**src/rtl/smps_consts.svh**
```systemverilog
`ifndef SMPS_CONSTS_SVH
`define SMPS_CONSTS_SVH

// mid-range select indices
`define SMPS_MID_EXT_REQ   0
`define SMPS_MID_ERROR     1
`define SMPS_MID_KEPT      2
`define SMPS_MID_NUM_SEL   3

// a quarter of the block is the block size shifted right by two
`define SMPS_QUARTER_SHIFT 5'h2

// reset output falls this many clocks after the synchronised reset pin rises
`define SMPS_RESET_OUT_LAG 2'h2

// strap level held by the internal pull-ups
`define SMPS_STRAP_IDLE    1'h1

`endif

```
**src/rtl/smps_pkg.sv**
```systemverilog
package smps_pkg;

   typedef struct packed {
      logic in_reset;
      logic enhanced;
      logic float_mode;
   } smps_modes_t;

   typedef struct packed {
      logic        upper;
      logic        lower;
      logic        mid_hit;
      logic [19:0] mid_offset;
      logic [4:0]  mid_size_log2;
   } smps_cs_req_t;

   typedef struct packed {
      logic       res_meta;
      logic       res_sync;
      logic       ucs_meta;
      logic       ucs_sync;
      logic       lcs_meta;
      logic       lcs_sync;
      logic       busy_meta;
      logic       busy_sync;
      logic [1:0] lag;
      logic       reset_out;
      logic       enhanced;
      logic       float_mode;
      logic       in_reset;
   } smps_strap_st_t;

   typedef struct packed {
      logic [1:0] mid_meta;
      logic [1:0] mid_sync;
      logic       ucs_n;
      logic       ucs_oe;
      logic       lcs_n;
      logic       lcs_oe;
      logic [3:0] mid_n;
      logic [3:0] mid_oe;
      logic [3:0] wait_region;
      logic       other_oe;
      logic       crystal;
   } smps_pin_st_t;

   // which quarter of the mid-range block an offset falls in
   function automatic logic [1:0] smps_quarter(input logic [19:0] off,
                                               input logic [4:0]  size_log2);
      logic [19:0] shifted;
      shifted = off >> (size_log2 - 5'h2);
      return shifted[1:0];
   endfunction

endpackage

```
**src/rtl/smps_pin_select.sv**
```systemverilog
`timescale 1ns/1ps
`include "smps_consts.svh"

module smps_pin_select (
   input  wire logic                 clock_in,
   input  wire logic                 reset_n_in,
   input  wire logic                 reset_input_n_in,
   input  wire logic                 upper_mem_select_pin_in,
   input  wire logic                 lower_mem_select_pin_in,
   input  wire logic                 coprocessor_busy_pin_in,
   input  wire logic [1:0]           midrange_select_pin_in,
   input  wire smps_pkg::smps_cs_req_t cs_req_in,
   input  wire logic                 numeric_unit_request_in,
   input  wire logic                 crystal_drive_in,
   output logic                      upper_mem_select_n_out,
   output logic                      upper_mem_select_oe_out,
   output logic                      lower_mem_select_n_out,
   output logic                      lower_mem_select_oe_out,
   output logic [3:0]                midrange_select_n_out,
   output logic [3:0]                midrange_select_oe_out,
   output logic [3:0]                mid_wait_region_out,
   output logic                      extension_request_out,
   output logic                      coprocessor_error_out,
   output logic                      reset_out,
   output logic                      strap_pullup_en_out,
   output logic                      other_pins_oe_out,
   output logic                      crystal_output_out,
   output logic                      crystal_output_oe_out,
   output smps_pkg::smps_modes_t     modes_out
);
   import smps_pkg::*;

   smps_modes_t  modes;
   smps_pin_st_t s;
   smps_pin_st_t next_s;
   logic [1:0]   quarter;

   smps_strap_sampler u_straps (
      .clock_in                (clock_in),
      .reset_n_in              (reset_n_in),
      .reset_input_n_in        (reset_input_n_in),
      .upper_mem_select_pin_in (upper_mem_select_pin_in),
      .lower_mem_select_pin_in (lower_mem_select_pin_in),
      .coprocessor_busy_pin_in (coprocessor_busy_pin_in),
      .reset_out               (reset_out),
      .strap_pullup_en_out     (strap_pullup_en_out),
      .modes_out               (modes)
   );

   assign quarter = smps_quarter(cs_req_in.mid_offset, cs_req_in.mid_size_log2);

   always_comb begin
      next_s          = s;
      next_s.mid_meta = midrange_select_pin_in;
      next_s.mid_sync = s.mid_meta;
      next_s.crystal  = crystal_drive_in;
      if (modes.in_reset) begin
         // every select driven inactive, straps included
         next_s.ucs_n       = 1'h1;
         next_s.ucs_oe      = 1'h1;
         next_s.lcs_n       = 1'h1;
         next_s.lcs_oe      = 1'h1;
         next_s.mid_n       = 4'hF;
         next_s.mid_oe      = 4'hF;
         next_s.wait_region = 4'h0;
         next_s.other_oe    = 1'h1;
      end else if (modes.float_mode) begin
         next_s.ucs_n       = 1'h1;
         next_s.ucs_oe      = 1'h0;
         next_s.lcs_n       = 1'h1;
         next_s.lcs_oe      = 1'h0;
         next_s.mid_n       = 4'hF;
         next_s.mid_oe      = 4'h0;
         next_s.wait_region = 4'h0;
         next_s.other_oe    = 1'h0;
      end else begin
         next_s.ucs_n    = !cs_req_in.upper;
         next_s.ucs_oe   = 1'h1;
         next_s.lcs_n    = !cs_req_in.lower;
         next_s.lcs_oe   = 1'h1;
         next_s.other_oe = 1'h1;
         next_s.mid_oe   = 4'hF;
         for (int i = 0; i < 4; i++) begin
            // each select covers one quarter of the block
            next_s.mid_n[i]       = !(cs_req_in.mid_hit && quarter == 2'(i));
            next_s.wait_region[i] = cs_req_in.mid_hit && quarter == 2'(i);
         end
         if (modes.enhanced) begin
            // zero and one become coprocessor inputs, three its select
            next_s.mid_oe[`SMPS_MID_EXT_REQ]      = 1'h0;
            next_s.mid_oe[`SMPS_MID_ERROR]        = 1'h0;
            next_s.mid_n[`SMPS_MID_EXT_REQ]       = 1'h1;
            next_s.mid_n[`SMPS_MID_ERROR]         = 1'h1;
            next_s.mid_n[`SMPS_MID_NUM_SEL]       = !numeric_unit_request_in;
            next_s.wait_region[`SMPS_MID_EXT_REQ] = 1'h0;
            next_s.wait_region[`SMPS_MID_ERROR]   = 1'h0;
            next_s.wait_region[`SMPS_MID_NUM_SEL] = 1'h0;
            // select two keeps its wait and ready region unchanged
         end
      end
   end

   always_ff @(posedge clock_in or negedge reset_n_in) begin
      if (!reset_n_in) begin
         s <= '{mid_meta: 2'h3, mid_sync: 2'h3, ucs_n: 1'h1, ucs_oe: 1'h1,
                lcs_n: 1'h1, lcs_oe: 1'h1, mid_n: 4'hF, mid_oe: 4'hF,
                wait_region: 4'h0, other_oe: 1'h1, crystal: 1'h0};
      end else begin
         s <= next_s;
      end
   end

   assign upper_mem_select_n_out  = s.ucs_n;
   assign upper_mem_select_oe_out = s.ucs_oe;
   assign lower_mem_select_n_out  = s.lcs_n;
   assign lower_mem_select_oe_out = s.lcs_oe;
   assign midrange_select_n_out   = s.mid_n;
   assign midrange_select_oe_out  = s.mid_oe;
   assign mid_wait_region_out     = s.wait_region;
   // request pin is active high, error pin active low
   assign extension_request_out   = modes.enhanced && s.mid_sync[`SMPS_MID_EXT_REQ];
   assign coprocessor_error_out   = modes.enhanced && !s.mid_sync[`SMPS_MID_ERROR];
   assign other_pins_oe_out       = s.other_oe;
   assign crystal_output_out      = s.crystal;
   assign crystal_output_oe_out   = 1'h1;
   assign modes_out               = modes;

   a_reset_selects_high: assert property (
      @(posedge clock_in) disable iff (!reset_n_in)
      modes.in_reset |=> (&s.mid_n && &s.mid_oe && s.ucs_n && s.ucs_oe
                          && s.lcs_n && s.lcs_oe))
      else $error("chip select not driven high during reset");

   a_float_pins_off: assert property (
      @(posedge clock_in) disable iff (!reset_n_in)
      (modes.float_mode && !modes.in_reset) |=>
         (s.mid_oe == 4'h0 && !s.ucs_oe && !s.lcs_oe && !other_pins_oe_out))
      else $error("pin driven in float mode");

   a_float_crystal_on: assert property (
      @(posedge clock_in) disable iff (!reset_n_in)
      modes.float_mode |=>
         (crystal_output_oe_out && crystal_output_out == $past(crystal_drive_in)))
      else $error("crystal output floated");

   a_mid2_quarter: assert property (
      @(posedge clock_in) disable iff (!reset_n_in)
      !s.mid_n[`SMPS_MID_KEPT] |->
         $past(cs_req_in.mid_hit) && $past(quarter) == 2'h2)
      else $error("select two outside its quarter");

   a_mid2_wait_kept: assert property (
      @(posedge clock_in) disable iff (!reset_n_in)
      (!modes.in_reset && !modes.float_mode && cs_req_in.mid_hit && quarter == 2'h2)
         |=> mid_wait_region_out[`SMPS_MID_KEPT] && !s.mid_n[`SMPS_MID_KEPT])
      else $error("select two lost its region in a mode");

   a_enh_inputs_float: assert property (
      @(posedge clock_in) disable iff (!reset_n_in)
      (modes.enhanced && !modes.in_reset && !modes.float_mode) |=>
         (!s.mid_oe[`SMPS_MID_EXT_REQ] && !s.mid_oe[`SMPS_MID_ERROR]))
      else $error("coprocessor input pin driven");

   a_enh_numeric_sel: assert property (
      @(posedge clock_in) disable iff (!reset_n_in)
      (modes.enhanced && !modes.in_reset && !modes.float_mode) |=>
         s.mid_n[`SMPS_MID_NUM_SEL] == !$past(numeric_unit_request_in))
      else $error("numeric select does not follow request");

   a_ext_req_sync: assert property (
      @(posedge clock_in) disable iff (!reset_n_in)
      (modes.enhanced && $past(modes.enhanced, 2)) |->
         extension_request_out == $past(midrange_select_pin_in[0], 2))
      else $error("extension request not two-stage synchronised");

   a_float_kept: assert property (
      @(posedge clock_in) disable iff (!reset_n_in)
      modes.float_mode |=>
         (modes.float_mode || modes.in_reset))
      else $error("float mode left without a reset");

   a_compat_driven: assert property (
      @(posedge clock_in) disable iff (!reset_n_in)
      (!modes.in_reset && !modes.float_mode && !modes.enhanced) |=>
         (&s.mid_oe && s.ucs_oe && s.lcs_oe && other_pins_oe_out))
      else $error("select pin floated in compatible mode");

   a_enh_wait_two: assert property (
      @(posedge clock_in) disable iff (!reset_n_in)
      (modes.enhanced && !modes.in_reset && !modes.float_mode) |=>
         (mid_wait_region_out[3] == 1'h0 && mid_wait_region_out[1:0] == 2'h0))
      else $error("remapped select kept a wait region");

   a_copro_gated: assert property (
      @(posedge clock_in) disable iff (!reset_n_in)
      !modes.enhanced |->
         (!extension_request_out && !coprocessor_error_out))
      else $error("coprocessor input seen outside enhanced mode");

   c_mid2_selected: cover property (
      @(posedge clock_in) disable iff (!reset_n_in)
      modes.enhanced ##1 !s.mid_n[`SMPS_MID_KEPT]);

   c_numeric_select: cover property (
      @(posedge clock_in) disable iff (!reset_n_in)
      $fell(s.mid_n[`SMPS_MID_NUM_SEL]) && modes.enhanced);

   c_float_floating: cover property (
      @(posedge clock_in) disable iff (!reset_n_in)
      $fell(other_pins_oe_out));

endmodule

```
**src/rtl/smps_strap_sampler.sv**
```systemverilog
`timescale 1ns/1ps
`include "smps_consts.svh"

module smps_strap_sampler (
   input  wire logic                 clock_in,
   input  wire logic                 reset_n_in,
   input  wire logic                 reset_input_n_in,
   input  wire logic                 upper_mem_select_pin_in,
   input  wire logic                 lower_mem_select_pin_in,
   input  wire logic                 coprocessor_busy_pin_in,
   output logic                      reset_out,
   output logic                      strap_pullup_en_out,
   output smps_pkg::smps_modes_t     modes_out
);
   import smps_pkg::*;

   smps_strap_st_t s;
   smps_strap_st_t next_s;

   always_comb begin
      next_s           = s;
      next_s.res_meta  = reset_input_n_in;
      next_s.res_sync  = s.res_meta;
      next_s.ucs_meta  = upper_mem_select_pin_in;
      next_s.ucs_sync  = s.ucs_meta;
      next_s.lcs_meta  = lower_mem_select_pin_in;
      next_s.lcs_sync  = s.lcs_meta;
      next_s.busy_meta = coprocessor_busy_pin_in;
      next_s.busy_sync = s.busy_meta;
      if (!s.res_sync) begin
         // reset applied again: leave float mode, drop held straps
         next_s.in_reset   = 1'h1;
         next_s.float_mode = 1'h0;
         next_s.enhanced   = 1'h0;
         next_s.lag        = `SMPS_RESET_OUT_LAG;
         next_s.reset_out  = 1'h1;
      end else begin
         if (s.in_reset) begin
            // rising edge of the reset pin: catch straps pins_float_test_mode
            next_s.in_reset   = 1'h0;
            next_s.float_mode = !s.ucs_sync && !s.lcs_sync;
            next_s.enhanced   = s.busy_sync;
         end
         if (s.lag != 2'h0) begin
            next_s.lag = s.lag - 2'h1;
         end
         next_s.reset_out = (s.lag > 2'h1);
      end
   end

   always_ff @(posedge clock_in or negedge reset_n_in) begin
      if (!reset_n_in) begin
         s <= '{res_meta: 1'h0, res_sync: 1'h0,
                ucs_meta: `SMPS_STRAP_IDLE, ucs_sync: `SMPS_STRAP_IDLE,
                lcs_meta: `SMPS_STRAP_IDLE, lcs_sync: `SMPS_STRAP_IDLE,
                busy_meta: `SMPS_STRAP_IDLE, busy_sync: `SMPS_STRAP_IDLE,
                lag: `SMPS_RESET_OUT_LAG, reset_out: 1'h1, enhanced: 1'h0,
                float_mode: 1'h0, in_reset: 1'h1};
      end else begin
         s <= next_s;
      end
   end

   assign reset_out           = s.reset_out;
   assign strap_pullup_en_out = s.in_reset;
   assign modes_out           = '{in_reset: s.in_reset, enhanced: s.enhanced,
                                  float_mode: s.float_mode};

   a_float_strap_entry: assert property (
      @(posedge clock_in) disable iff (!reset_n_in)
      $fell(s.in_reset) |-> s.float_mode == ($past(!s.ucs_sync) && $past(!s.lcs_sync)))
      else $error("float mode does not match sampled straps");

   a_modes_held: assert property (
      @(posedge clock_in) disable iff (!reset_n_in)
      (!s.in_reset && $past(!s.in_reset)) |-> ($stable(s.float_mode) && $stable(s.enhanced)))
      else $error("latched modes changed outside reset");

   a_sample_on_rise: assert property (
      @(posedge clock_in) disable iff (!reset_n_in)
      $fell(s.in_reset) |-> $past(s.res_sync) && $past(s.in_reset))
      else $error("straps taken without a reset pin rise");

   a_pullup_in_reset: assert property (
      @(posedge clock_in) disable iff (!reset_n_in)
      !s.res_sync |=> strap_pullup_en_out)
      else $error("pull-ups off while reset applied");

   a_reset_out_lag: assert property (
      @(posedge clock_in) disable iff (!reset_n_in)
      $fell(s.in_reset) |-> reset_out ##1 !reset_out)
      else $error("reset output not released two clocks after pin");

   c_float_entered: cover property (
      @(posedge clock_in) disable iff (!reset_n_in)
      $rose(s.float_mode));

   c_enhanced_entered: cover property (
      @(posedge clock_in) disable iff (!reset_n_in)
      $rose(s.enhanced));

endmodule

```
**config.mk**
```make
export PLATFORM = sky130hd
export DESIGN_NAME = smps_pin_select
export DESIGN_NICKNAME = d
export VERILOG_FILES = /design/src/rtl/smps_pkg.sv /design/src/rtl/smps_pin_select.sv /design/src/rtl/smps_strap_sampler.sv
export VERILOG_INCLUDE_DIRS = /design/src /design/src/rtl
export SDC_FILE = /design/constraint.sdc
export NUM_CORES = 1
export LEC_CHECK = 0
export BUFFER_PORTS_ARGS = -buffer_cell sky130_fd_sc_hd__buf_2
export CORE_ASPECT_RATIO = 1.1
export CORE_UTILIZATION = 30
export CTS_CLUSTER_DIAMETER = 150
export DETAILED_ROUTE_END_ITERATION = 7
export GPL_TIMING_DRIVEN = 0
export MAX_ROUTING_LAYER = met4
export SETUP_SLACK_MARGIN = 0.2
export SYNTH_ARGS = -nofsm -noshare
export SYNTH_HDL_FRONTEND = slang
export SYNTH_HIERARCHICAL = 1
export SYNTH_SLANG_ARGS = --single-unit
```
**constraint.sdc**
```tcl
create_clock -name clock_in -period 4.2 [get_ports clock_in]
set_clock_uncertainty 0.1 [all_clocks]
set_input_delay 0.42 -clock clock_in [delete_from_list [all_inputs] [get_ports clock_in]]
set_output_delay 0.42 -clock clock_in [all_outputs]
set_load 0.005 [all_outputs]
```
Yosys cells after proc, flatten, opt, wreduce, memory -nomap -nowiden

Cells that the tools add are included.

Bits in registers: 36
Output and inout bits: 26
Word-level logic and storage cells: 61

Add/subtract/negate cells: 2
$lt $le $gt $ge: 1
Equality and inequality tests: 5
Shifts and indexed selects: 1
Multiplexer cells: 9
Reductions and logical operators: 19

Operator list:

| operator            | number |
|---|---|
| $mux 17             | 2 |
| $shr 20x5->2        | 1 |
| $logic_not 1->1     | 10 |
| $logic_and 1x1->1   | 7 |
| $mux 2              | 3 |
| $mux 3              | 2 |
| $mux 6              | 1 |
| $sub 5x2->5 const B | 1 |
| $eq 2x2->1 const B  | 2 |
| $ne 2x2->1 const B  | 2 |
| $eq 2x1->1 const B  | 1 |
| $gt 2x1->1 const B  | 1 |
| $logic_not 2->1     | 1 |
| $reduce_bool 2->1   | 1 |
| $sub 2x1->2 const B | 1 |
| $mux 1              | 1 |

Longest topological paths before layout

Word-level depth: 8
Depth in mapped cells: 10

Cells and area by module

Netlist, hierarchy kept.

By module, submodules not included:

| module             | instances | cells each | area each (um2) |
|---|---|---|---|
| smps_pin_select    | 1         | 94         | 1103.6 |
| smps_strap_sampler | 1         | 33         | 493.0 |

Least setup slack after synthesis

Ideal clock, no wire load.

Path kind: input to register
Start point: in cs_req_in[1] (netlist name)
End point: reg s, in the netlist midrange_select_n_out[2]
Library setup time: 0.088 ns
Arrival time: 2.559 ns
Data required time: 4.012 ns
Setup slack: 1.453 ns
Stages on the path: 10
Buffers on the path: 3
Cells stage by stage: buf_6 buf_2 inv_1 ha_1 buf_2 mux4_2 mux2_4 o2bb2ai_2 a31oi_4 or3b_1

RTL lines:

| what                 | RTL line               | RTL |
|---|---|---|
| start, declared      | smps_pin_select.sv:12  | `input wire smps_pkg::smps_cs_req_t cs_req_in,` |
| end signal, assigned | smps_pin_select.sv:105 | `s <= '{mid_meta: 2'h3, mid_sync: 2'h3, ucs_n: 1'h1, ucs_oe: 1'h1,` |
| end signal, assigned | smps_pin_select.sv:109 | `s <= next_s;` |
| end, declared        | smps_pin_select.sv:34  | `smps_pin_st_t s;` |

==> results by stage <==
Critical path:
- The required time at the worst-slack endpoint is 4.29 ns.
- Traced cell by cell, the critical path runs through buf_6 -> buf_2 -> inv_1 -> ha_1 -> buf_2 -> mux4_2 -> mux2i_1 -> nor2b_1 -> a311oi_4 -> nor3b_1.
- The element type at the critical path start is a primary input.
- The cell with the biggest individual delay on the critical path is sky130_fd_sc_hd__mux4_2.
- The most frequent cell on the critical path is sky130_fd_sc_hd__buf_2.
- The worst path arrival time is 2.78 ns.
- The worst setup path category is primary input to flop.
- The type of destination of the critical path is a flop.
- The biggest cell delay along the critical path is ~0.53 ns.
- Of all nets on the critical path, the largest fanout is 10.
- Broken down by cell family, the worst path's largest delay share belongs to multiplexers.
- The number of buffers and inverters on the critical path is 4.

Placed design:
- Routability-driven placement finished with a final weighted congestion of ~0.7.
- The port buffer count is 60.
- The final HPWL from detailed placement is 2140 um.

Power:
- The part of the total power dissipated in combinational logic is 21.0%.
- The part of the power in the clock network is a little under a third.
- The static power due to leakage is around 1 nW.
- Summed over all nets, the switching power comes to 0.188 mW.
- The switching share of power is a little over a quarter.
- The worst-case IR drop observed on VDD is between 150 and 200 uV.
- Of the total power, registers draw 48.5%.
- The internal power is 0.528 mW.
- The total power per unit cell area is 349 nW/um^2.

Route:
- Dividing the detail-routed via count by the number of cells gives 4.40.
- The final routed wirelength across all metal layers is 2710 um.
- The residual DRC count is 0.
- Once detail routing completed, the nets flagged for antenna violations numbered 0.
- Summing over every cut layer, the via total after detailed routing is 1114.
- For this block, the initial DRC count from the detailed router was 26.
- Before antenna repair, the detailed router went through 4 iterations.
- In the final routed layout, each cell accounts on average for 10.7 um.

Clock network:
- The clock insertion delay at the later pin of the skew report is 0.27 ns.
- The TritonCTS clock tree is built.
- The clock net in this run drives a total of 31 sinks.
- The buffer levels on the longest clock path is 2.
- The CTS clock-pin slew for the worst setup and hold paths is 0.06 ns.
- The H-tree was split into 2 levels.
- The tree is rooted in a sky130_fd_sc_hd__clkbuf_8.
- The number of buffers added for setup after CTS is 0.
- Hold repair after CTS inserted 0 buffers.
- The number of clock buffers added by TritonCTS is 5.
- The number of gates given a new drive strength after cts is 0.

Hold path:
- The class of the worst hold path is primary input to async pin.

Final layout:
- Relative to the synthesized area, the layout overhead comes to 28.6%.
- Cells fill 40.5% of the core in the end.
- The number of antenna diodes is 0.
- The share of layout cells above drive strength 1 is 63.1%.
- At the end of the flow, the number of nets in the layout was ~240.
- After filler insertion, the fill cell instance count of the layout stands at around 500.

GRT:
- The global routing stage identified its most utilized layer as met2.
- The fraction of met2 tracks used by global routing is around 17%.
- The total overflow left after global routing is 0.
- The via count of the first global-routing pass is 1105.
- The global routing usage summed across all routing layers is a little under an eighth.
- The number of antenna violations at the first check in global routing is 0.
- Global routing used 3.72% of the available met3 tracks.
- The met1 routing resource usage after global routing is approximately 13%.
- The first global-routing pass estimated approximately 4700 um of wire.
- Entering global routing, the biggest net connects 32 pins.

STA:
- In the finished design, the share of the clock period the worst path needs comes to ~64%.
- The hold violation total from the final report is 0.
- At the pin with the least slew margin, the transition time is about 0.65 ns.
- The final critical-path required period is roughly 2.7 ns.
- Setup violations remaining at the end of the flow were counted as 0.
- The fmax is 0.371 GHz.
- Setup repair after global routing left no endpoint under its margin.
- The max-slew violation count came to 0.
- Measured against its own limit, the worst slew margin works out to 56.9%.
- The setup TNS is 0 ns.

Floorplanning:
- The overall die width is 71.6 um.
- The floorplan step defined a die boundary enclosing 5620 um^2.
- The area of the core is about 5000 um^2.
- The die boundary height is 78.5 um.
- The top-level I/O count is 64.
- The number of cell rows is 27.
- The starting utilization of the core area is 31.5%.

Synth:
- The number of warning messages in the yosys log is 6.
- The summed instance area of the synthesized netlist is 1600 um^2.
- The synthesized design contains 31 register bits.
- Each instance of the synthesized netlist takes up on average 12.6 um^2.
- The number of nets in the synthesized netlist is 168.
- The share of the yosys chip area belonging to registers is 50.2%.
- Counting every instance in the synthesized netlist gives 127.
- In this run, distinct cell masters in the synthesized netlist total 38.

Outcome:
- The run finished with clean final reports.

Job:
- The tool flagged a number of max-cap violations equal to 0.
## logic make-up (layout without fill, tap and decap cells)
logic type | Yosys count | in the layout | synth area share, %
DFF | 31 | 31 | 50.2
other | 1 | 1 | 0.235
AOI/OAI and AO/OA | 17 | 17 | 10.3
muxes | 14 | 14 | 13.8
xor gates and xnor gates | 1 | 1 | 0.549
adders and majority gates | 3 | 3 | 2.35
and+or+nand+nor | 30 | 30 | 10.6
buffers and inverters | 30 | 98 | 12.0
## sequential cells by signal, indices dropped and copies added (netlist names), 2 cells and up
signal	count
mid_wait_region_out	4
midrange_select_n_out	4
midrange_select_oe_out	2
next_s	2
s	2
u_straps/modes_out	2
u_straps/next_s	4
u_straps/s	6
## cell type report
type / instances / area [um^2] / share of cell area (%)
plain buffers: 22 / 161 / 7.86
well taps: 58 / 72.6 / 3.53
clock inverters: 3 / 15.0 / 0.731
repair buffers: 60 / 300 / 14.6
flip-flops and latches: 31 / 802 / 39.1
clock buffers: 5 / 68.8 / 3.35
inverters: 8 / 30.0 / 1.46
multi-input cells: 66 / 603 / 29.4
## placed cells by master (no fill, tap or decap), drive strengths merged, types with 2 or more instances in the layout
cell and count:
nand2 6, nor2 4, inv 8, clkbuf 5
mux4 6, clkinv 3, mux2i 7, nand3 3
nor3b 3, nand3b 2, o21ai 4, dfrtp 10
ha 3, nor2b 5, a211oi 2, dfstp 21
buf 82, a21oi 2
## per-layer routing
layer	vias up	part of all wire [%]	wire length [um]
li1	558	-	-
met1	495	44	1200
met2	56	46	1240
met3	5	8.3	225
met4	0	1.6	44
met5	-	0	0
## power by group through the flow
stage / Combinational (mW) / Clock [mW] / Sequential (mW)
final: 0.150 / 0.218 / 0.347
after CTS: 0.154 / 0.233 / 0.348
after global placement: 0.150 / 0 / 0.351
after floorplan: 0.102 / 0 / 0.350
after detailed placement: 0.153 / 0 / 0.353
after global routing: 0.171 / 0.245 / 0.351
## worst paths after layout
check / startpoint / endpoint / slack, ns / depth (start not counted)
worst min-delay path: reset_n_in / u_straps/s[12]$_DFF_PN0_ / 0.06 / 1
worst max register to register: u_straps/modes_out[0]$_DFFE_PN0P_ / midrange_select_n_out[3]$_DFF_PN1_ / 2.52 / 6
max in group asynchronous: reset_n_in / mid_wait_region_out[1]$_DFF_PN0_ / 3.51 / 1
worst min register to register: u_straps/next_s[10]$_DFF_PN1_ / u_straps/s[10]$_DFF_PN1_ / 0.25 / 0
worst max-delay path: cs_req_in[1] / mid_wait_region_out[1]$_DFF_PN0_ / 1.51 / 10
min in group clock_in: lower_mem_select_pin_in / u_straps/next_s[8]$_DFF_PN1_ / 0.14 / 1
## Yosys cell counts
library cell	n	area share, %
sky130_fd_sc_hd__a211oi_1	2	0.94
sky130_fd_sc_hd__a21oi_1	2	0.63
sky130_fd_sc_hd__a311oi_4	1	1.6
sky130_fd_sc_hd__a31o_2	1	0.55
sky130_fd_sc_hd__a31oi_4	1	1.3
sky130_fd_sc_hd__a41o_1	1	0.63
sky130_fd_sc_hd__a41oi_1	1	0.55
sky130_fd_sc_hd__and2_1	1	0.39
sky130_fd_sc_hd__and3_1	1	0.39
sky130_fd_sc_hd__and3b_1	1	0.55
sky130_fd_sc_hd__buf_2	3	0.94
sky130_fd_sc_hd__buf_4	18	8.5
sky130_fd_sc_hd__buf_6	1	0.71
sky130_fd_sc_hd__conb_1	1	0.23
sky130_fd_sc_hd__dfrtp_1	10	16
sky130_fd_sc_hd__dfstp_2	21	35
sky130_fd_sc_hd__ha_1	3	2.4
sky130_fd_sc_hd__inv_1	8	1.9
sky130_fd_sc_hd__mux2_4	1	0.94
sky130_fd_sc_hd__mux2i_1	7	4.4
sky130_fd_sc_hd__mux4_2	6	8.5
sky130_fd_sc_hd__nand2_1	6	1.4
sky130_fd_sc_hd__nand2b_1	1	0.39
sky130_fd_sc_hd__nand3_1	3	0.94
sky130_fd_sc_hd__nand3b_1	2	0.94
sky130_fd_sc_hd__nor2_1	4	0.94
sky130_fd_sc_hd__nor2b_1	5	2.0
sky130_fd_sc_hd__nor3_1	1	0.31
sky130_fd_sc_hd__nor3b_1	3	1.4
sky130_fd_sc_hd__o21ai_0	3	0.94
sky130_fd_sc_hd__o21ai_1	1	0.31
sky130_fd_sc_hd__o21bai_1	1	0.47
sky130_fd_sc_hd__o2bb2ai_2	1	0.94
sky130_fd_sc_hd__o31a_1	1	0.55
sky130_fd_sc_hd__o31ai_2	1	0.78
sky130_fd_sc_hd__or3_1	1	0.39
sky130_fd_sc_hd__or3b_1	1	0.55
sky130_fd_sc_hd__xor2_1	1	0.55
## stage by stage
stage / power, mW / setup WS [ns] / cells / cell area, um^2 / hold slack, ns
after floorplan: 0.452 / 1.45 / 127 / 1600 / 0.0244
after global placement: 0.501 / 1.21 / 245 / 1970 / 0.231
after detailed placement: 0.506 / 1.19 / 245 / 1970 / 0.247
after CTS: 0.735 / 1.48 / 253 / 2050 / 0.0861
after global routing: 0.766 / 1.29 / 253 / 2050 / 0.115
final: 0.716 / 1.51 / 253 / 2050 / 0.0643
Note: power is estimated with default switching activity, not from simulation.
